--- config.mk ---
export PLATFORM = sky130hd
export DESIGN_NAME = sffr_fault_flags
export DESIGN_NICKNAME = d
export VERILOG_FILES = /design/src/rtl/sffr_pkg.sv /design/src/rtl/sffr_level_sync.sv /design/src/rtl/sffr_fault_flags.sv
export SDC_FILE = /design/constraint.sdc
export NUM_CORES = 1
export LEC_CHECK = 0
export BUFFER_PORTS_ARGS = -buffer_cell sky130_fd_sc_hd__buf_4
export CORE_MARGIN = 2
export CORE_UTILIZATION = 41
export DETAILED_ROUTE_END_ITERATION = 16
export PLACE_DENSITY_LB_ADDON = 0.2
export SYNTH_ARGS = -nofsm -noshare
export SYNTH_HDL_FRONTEND = slang
export SYNTH_SLANG_ARGS = --single-unit
--- constraint.sdc ---
create_clock -name CLK -period 1.7 [get_ports CLK]
set_input_delay 0.085 -clock CLK [delete_from_list [all_inputs] [get_ports CLK]]
set_output_delay 0.085 -clock CLK [all_outputs]
set_load 0.005 [all_outputs]
--- src/rtl/sffr_pkg.sv ---
// Package of constants for the sensor fault flag register block.
package sffr_pkg;

    // ****************************************************************
    // Word layout
    // ****************************************************************
    localparam int unsigned WORD_W      = 16;
    localparam int unsigned ADDR_W      = 16;
    localparam int unsigned BIT_FATAL   = 0;
    localparam int unsigned BIT_COMM    = 1;
    localparam int unsigned BIT_CAL     = 3;
    localparam int unsigned BIT_DIAG    = 4;
    localparam int unsigned BIT_RANGE   = 5;
    localparam int unsigned BIT_MEM     = 6;
    localparam int unsigned BIT_NOMEAS  = 7;
    localparam int unsigned BIT_LOWVOLT = 8;
    localparam int unsigned BIT_TIMEOUT = 9;
    localparam int unsigned BIT_BADSIG  = 10;
    localparam int unsigned BIT_HEATER  = 11;

    // Bits that are implemented; all others read as zero.
    localparam logic [WORD_W-1:0] IMPL_MASK  = 16'h0FFB;
    // Value of the fault word after reset: only the pending-measurement bit.
    localparam logic [WORD_W-1:0] RESET_WORD = 16'h0080;

    // ****************************************************************
    // Register addresses
    // ****************************************************************
    localparam logic [ADDR_W-1:0] ADDR_FAULT_WORD  = 16'h0000;
    localparam logic [ADDR_W-1:0] ADDR_FAULT_CLEAR = 16'h0001;

    // ****************************************************************
    // Synchroniser
    // ****************************************************************
    localparam int unsigned SYNC_STAGES = 2;

endpackage

--- src/rtl/sffr_level_sync.sv ---
// Two-stage synchroniser with a rising-edge pulse output.
module sffr_level_sync
    import sffr_pkg::*;
(
    // Clock and reset.
    input  wire logic clk,
    input  wire logic rst,
    // Asynchronous level in, synchronised level and edge out.
    input  wire logic async_in,
    output logic      level_out,
    output logic      rise_out
);

    logic [SYNC_STAGES-1:0] stage_reg;
    logic [SYNC_STAGES-1:0] stage_next;
    logic                   seen_reg;
    logic                   seen_next;

    // Shift the level in; the edge detector reads only the last stage.
    always_comb begin
        stage_next = {stage_reg[SYNC_STAGES-2:0], async_in};
        seen_next  = stage_reg[SYNC_STAGES-1];
    end

    // Register the chain; the edge memory starts low so a level high at
    // reset release still produces one pulse.
    always_ff @(posedge clk or posedge rst) begin
        if (rst) begin
            stage_reg <= '0;
            seen_reg  <= 1'b0;
        end else begin
            stage_reg <= stage_next;
            seen_reg  <= seen_next;
        end
    end

    assign level_out = stage_reg[SYNC_STAGES-1];
    assign rise_out  = stage_reg[SYNC_STAGES-1] & ~seen_reg;

endmodule

--- src/rtl/sffr_fault_flags.sv ---
// Sensor fault flag word with its host register access port.
module sffr_fault_flags
    import sffr_pkg::*;
(
    // Clock and reset.
    input  wire logic              CLK,
    input  wire logic              RST,
    // Fault events from the sensor logic, one-cycle pulses.
    input  wire logic              AFE_INIT_FAIL,
    input  wire logic              CAL_FAIL,
    input  wire logic              DIAG_FAIL,
    input  wire logic              RANGE_ERR,
    input  wire logic              MEM_ERR,
    input  wire logic              HEATER_FAIL,
    // Measurement cycle reporting, one-cycle pulses.
    input  wire logic              MEAS_DONE,
    input  wire logic              MEAS_OK,
    input  wire logic              MEAS_TIMEOUT,
    input  wire logic              BAD_SAMPLE,
    // Retained low-supply reset indication from the supervisor, a level.
    input  wire logic              LOW_SUPPLY_RST,
    // Reset command from the command decoder, one-cycle pulse.
    input  wire logic              RESET_CMD,
    // Host register access.
    input  wire logic [ADDR_W-1:0] REG_ADDR,
    input  wire logic              REG_RD,
    input  wire logic              REG_WR,
    input  wire logic [WORD_W-1:0] REG_WDATA,
    input  wire logic              ADDR_MAPPED_ELSE,
    output logic [WORD_W-1:0]      REG_RDATA,
    output logic                   REG_ACK,
    output logic                   REG_ERR,
    // Live fault word for the rest of the sensor.
    output logic [WORD_W-1:0]      FAULT_WORD
);

    // ****************************************************************
    // Overview
    // ****************************************************************
    // The fault word gathers one flag per sensor fault. Each flag is set
    // by a one-cycle event pulse and stays set until a clear reaches it,
    // so a host that polls slowly still sees every fault that happened.
    // A write of any value to the fault-clear register and the reset
    // command both clear every clearable flag at once.
    // The pending-measurement flag is never cleared by them; it drops
    // only when a measurement cycle finishes and returns only on reset.
    // The timeout and abnormal-signal flags also drop when a later
    // measurement cycle finishes successfully, while the diagnostic
    // summary flag stays until an explicit clear.
    // In every cycle the sets are applied after the clears, so a fault
    // that arrives together with a clear is never lost.
    // The low-supply indication comes from the supervisor outside this
    // clock domain; only its rising edge sets the flag, so a level that
    // stays high does not set it again after the host has cleared it.
    // Undescribed bits are masked to zero on every update, so host
    // writes can never reach them.
    // Register answers are registered and follow the access by one cycle.

    // ****************************************************************
    // Low-supply indication crossing
    // ****************************************************************
    logic low_lvl;
    logic low_rise;

    // The supervisor level is asynchronous, so it is synchronised first.
    sffr_level_sync u_low_sync (
        .clk       (CLK),
        .rst       (RST),
        .async_in  (LOW_SUPPLY_RST),
        .level_out (low_lvl),
        .rise_out  (low_rise)
    );

    // ****************************************************************
    // Address decode
    // ****************************************************************
    logic acc;
    logic hit_word;
    logic hit_clear;
    logic unmapped;
    logic clear_wr;

    // Classify every read or write by its address.
    always_comb begin
        acc       = REG_RD | REG_WR;
        hit_word  = 1'b0;
        hit_clear = 1'b0;
        if (REG_ADDR == ADDR_FAULT_WORD) begin
            hit_word = 1'b1;
        end else if (REG_ADDR == ADDR_FAULT_CLEAR) begin
            hit_clear = 1'b1;
        end
        unmapped = acc & ~hit_word & ~hit_clear & ~ADDR_MAPPED_ELSE;
        clear_wr = REG_WR & hit_clear;
    end

    // ****************************************************************
    // Fault word
    // ****************************************************************
    logic [WORD_W-1:0] flags_reg;
    logic [WORD_W-1:0] flags_next;
    logic              wipe;
    logic              diag_set;

    // Compute the next word; sets are applied after clears so an event in
    // the clearing cycle is kept.
    always_comb begin
        wipe       = clear_wr | RESET_CMD;
        diag_set   = DIAG_FAIL | MEAS_TIMEOUT | BAD_SAMPLE;
        flags_next = flags_reg;
        if (wipe) begin
            flags_next = flags_reg & ~IMPL_MASK;
            flags_next[BIT_NOMEAS] = flags_reg[BIT_NOMEAS];
        end
        if (RESET_CMD) begin
            flags_next[BIT_LOWVOLT] = 1'b0;
        end
        if (MEAS_OK) begin
            flags_next[BIT_TIMEOUT] = 1'b0;
            flags_next[BIT_BADSIG]  = 1'b0;
        end
        if (MEAS_DONE | MEAS_OK) begin
            flags_next[BIT_NOMEAS] = 1'b0;
        end
        if (AFE_INIT_FAIL) begin
            flags_next[BIT_FATAL] = 1'b1;
        end
        if (unmapped) begin
            flags_next[BIT_COMM] = 1'b1;
        end
        if (CAL_FAIL) begin
            flags_next[BIT_CAL] = 1'b1;
        end
        if (diag_set) begin
            flags_next[BIT_DIAG] = 1'b1;
        end
        if (RANGE_ERR) begin
            flags_next[BIT_RANGE] = 1'b1;
        end
        if (MEM_ERR) begin
            flags_next[BIT_MEM] = 1'b1;
        end
        if (low_rise) begin
            flags_next[BIT_LOWVOLT] = 1'b1;
        end
        if (MEAS_TIMEOUT) begin
            flags_next[BIT_TIMEOUT] = 1'b1;
        end
        if (BAD_SAMPLE) begin
            flags_next[BIT_BADSIG] = 1'b1;
        end
        if (HEATER_FAIL) begin
            flags_next[BIT_HEATER] = 1'b1;
        end
        flags_next = flags_next & IMPL_MASK;
    end

    // Register the word; reset is the power cycle.
    always_ff @(posedge CLK or posedge RST) begin
        if (RST) begin
            flags_reg <= RESET_WORD;
        end else begin
            flags_reg <= flags_next;
        end
    end

    // ****************************************************************
    // Read data and answer
    // ****************************************************************
    logic [WORD_W-1:0] rdata_reg;
    logic [WORD_W-1:0] rdata_next;
    logic              ack_reg;
    logic              ack_next;
    logic              err_reg;
    logic              err_next;

    // Reads return the word as it stood when taken; the clear register
    // reads as zero. Reading changes no flag, except that a read of an unmapped address sets the communication flag.
    always_comb begin
        rdata_next = rdata_reg;
        ack_next   = acc & ~unmapped;
        err_next   = unmapped;
        if (REG_RD) begin
            if (hit_word) begin
                rdata_next = flags_reg;
            end else begin
                rdata_next = '0;
            end
        end
    end

    // Register the answer so the data output comes from flip-flops.
    always_ff @(posedge CLK or posedge RST) begin
        if (RST) begin
            rdata_reg <= '0;
            ack_reg   <= 1'b0;
            err_reg   <= 1'b0;
        end else begin
            rdata_reg <= rdata_next;
            ack_reg   <= ack_next;
            err_reg   <= err_next;
        end
    end

    // ****************************************************************
    // Outputs
    // ****************************************************************
    // The synchronised supervisor level is only used through its edge.
    logic unused_low_lvl;
    assign unused_low_lvl = low_lvl;

    // The clear register acts on any written value, so write data is unused.
    logic unused_wdata;
    assign unused_wdata = ^REG_WDATA;

    assign REG_RDATA  = rdata_reg;
    assign REG_ACK    = ack_reg;
    assign REG_ERR    = err_reg;
    assign FAULT_WORD = flags_reg;

endmodule

==> results.cfg <==
[synthesis]
yosysSeqAreaShare_pct = 63.35
synth.avg_cell_area_sq_um = 14.06
yosysWarnings = 0
ys_top_cells_by_area = dfrtp_1, a22o_1, buf_4
synth-edff-count = 0
synthTopCellsByCount = dfrtp_1, a22o_1, buf_4
netlist_area_sq_mm = 0.001069
ys_types = 20
synth-async-reset-ratio_pct = 100.0
synth_top_area_share_pct = 60.89
synth.most_common_cell = dfrtp_1
synth-main-ff-cell = dfrtp_1
netlist_instances = 76
ys_ff_latch = 27
synth_top_cell_by_area = dfrtp_1

[power]
leakagePower_nw = 0.8427
power_density_mw_per_mm2 = 682.1
max-vdd-ir-drop_mv = 0.4947
p_comb_share_pct = 15.1
cellInternalPower_mw = 0.8641
finalPower_mw = 1.132
seq_power_share_pct = 60.1
power.share.switching_pct = 23.64
pwr-share-clk_pct = 24.7
p_switching_mw = 0.2675

[global_route]
antenna_found_initial = 0
grt_pass1_wl_um = 3588
grt_pass1_vias = 754
grt_max_degree = 28
grt_use_total_pct = 17.33
grt_overflow = 0

[placed_design]
io_buffers = 56
gp_congestion = 0.7378
place.detailed.hpwl_um = 1629
placed_cells = 162

[clocking]
clock_sinks = 27
ctsLongestPathBuffers = 2
cts_tree = done
cts-resized-gates = 0
clock_latency_ns = 0.32
cts-buffers-inserted = 3
htreeDepth = 1
path_clk_slew_ns = 0.15
root_buffer = clkbuf_4

[flow_run]
maxCapViolations = 0

[drt]
drt-pass1-iter-count = 4
totalWireLength_um = 2319
viasPerCell = 4.676
drt_iter0_drc = 5
antenna_left = 0
vias = 837
drcViolationCount = 0
routedWlPerCell_um = 12.96

[timing]
hold_viol = 0
fin_worst_skew_ns = 0.008641
setup_viol = 0
fmax_mhz = 744.5
whs_ns = 0.01575
final.min_clock_period_ns = 1.343
min_period_over_period_pct = 79.01
rsz0062_at_grt = false
tns_ns = 0
slew_violations = 0

[setup_path]
required_ns = 1.98
arrival_ns = 1.63
slowest_stage = dfstp_2
crit_chain = nor3b_1 > dlygate4sd3_1
cp-start-kind = flop
cp.buffers_inverters = 1
slowest_delay_ns = 0.57
r2r_slack_ns = 0.36
critPathMaxFanout = 3
end_kind = flop
path_class = flop to flop
cp_top_family = flip-flops

[finish]
diodes = 0
final_cells = 179
syn2layout_area_growth_pct = 55.27
drive_above_1_share_pct = 52.35
nets = 199
fin_util_pct = 66.97

[die]
rows = 18
fp.dieH_um = 55.05
io_pins = 83
design.core.area_sq_mm = 0.002477
die_w_um = 55.05
die_area_sq_mm = 0.003031
start_util_pct = 43.13

[run_status]
outcome = finished clean

[worst_hold_path]
min_path_type = input pin to flop
-- path summary, 6_finish.rpt --
check / startpoint / to / cells after the start
max in group asynchronous: RST / FAULT_WORD[7] / 4
worst min register to register: u_low_sync.stage_reg[0] / u_low_sync.stage_reg[1] / 0
worst max-delay path: FAULT_WORD[7] / FAULT_WORD[7] / 2
min in group asynchronous: RST / REG_RDATA[9] / 4
worst max register to register: FAULT_WORD[7] / FAULT_WORD[7] / 2
worst min-delay path: REG_RD / REG_ACK / 3
-- metal layers --
layer  track usage, %  vias to the layer above  wire [um]
met5                0                        -          0
met4            7.317                        0         46
met2            29.37                       33       1255
li1                 -                      403          -
met1            21.63                      397        899
met3            3.226                        4        118
-- tightest hold or removal path, stage by stage --
cell	delay, ns
buf_4	0.08
nor2_1	0.04
nor2_1	0.09
-- per-stage QoR --
| step | cell area, sq um | setup WS, ns |
|---|---|---|
| after CTS | 1659 | 0.3598 |
| after detailed placement | 1499 | 0.2024 |
| after global routing | 1659 | 0.2299 |
| final | 1659 | 0.3568 |
| after global placement | 1499 | 0.2189 |
| after floorplan | 1102 | 0.4334 |
-- power by group through the flow --
stage               Clock (mW)  Combinational [mW]  Sequential (mW)
finish                   0.280               0.171            0.681
global route             0.317               0.190            0.685
CTS                      0.286               0.173            0.681
detailed placement           0               0.150            0.693
global placement             0               0.148            0.692
floorplan                    0              0.0616            0.693
-- cell usage in the layout, fill, tap and decap left out, types with 2 or more instances in the layout --
master	netlist	layout
clkbuf_4	0	3
conb_1	1	10
dlygate4sd3_1	0	13
nor4_2	2	2
inv_1	4	4
a22o_1	11	11
nor2_1	2	2
nor3_1	2	2
a31o_2	2	2
dfrtp_1	26	26
a21o_2	6	6
buf_4	10	59
-- area by class of cell --
type	instances	area [sq um]
Clock buffer	3	22.52
Clock inverter	1	7.507
Fill cell	202	818.3
Inverter	4	15.01
Multi-Input combinational cell	42	326.6
Sequential cell	27	676.9
Tap cell	30	37.54
Timing Repair Buffer	72	573.1
-- cell families after synthesis --
group	count (synthesis)	synth area share, %
buffers and inverters	16	9.249
DFF	27	63.35
AOI/OAI and AO/OA	22	19.55
and+or+nand+nor	10	7.494
other	1	0.3510
-- what timing repair did --
item | 4_1_cts | 5_1_grt
setup buffers | 0 | 0
hold buffers | 13 | 0
hold endpoints to repair | 37 | 0
Power figures use the tool's default switching activity.
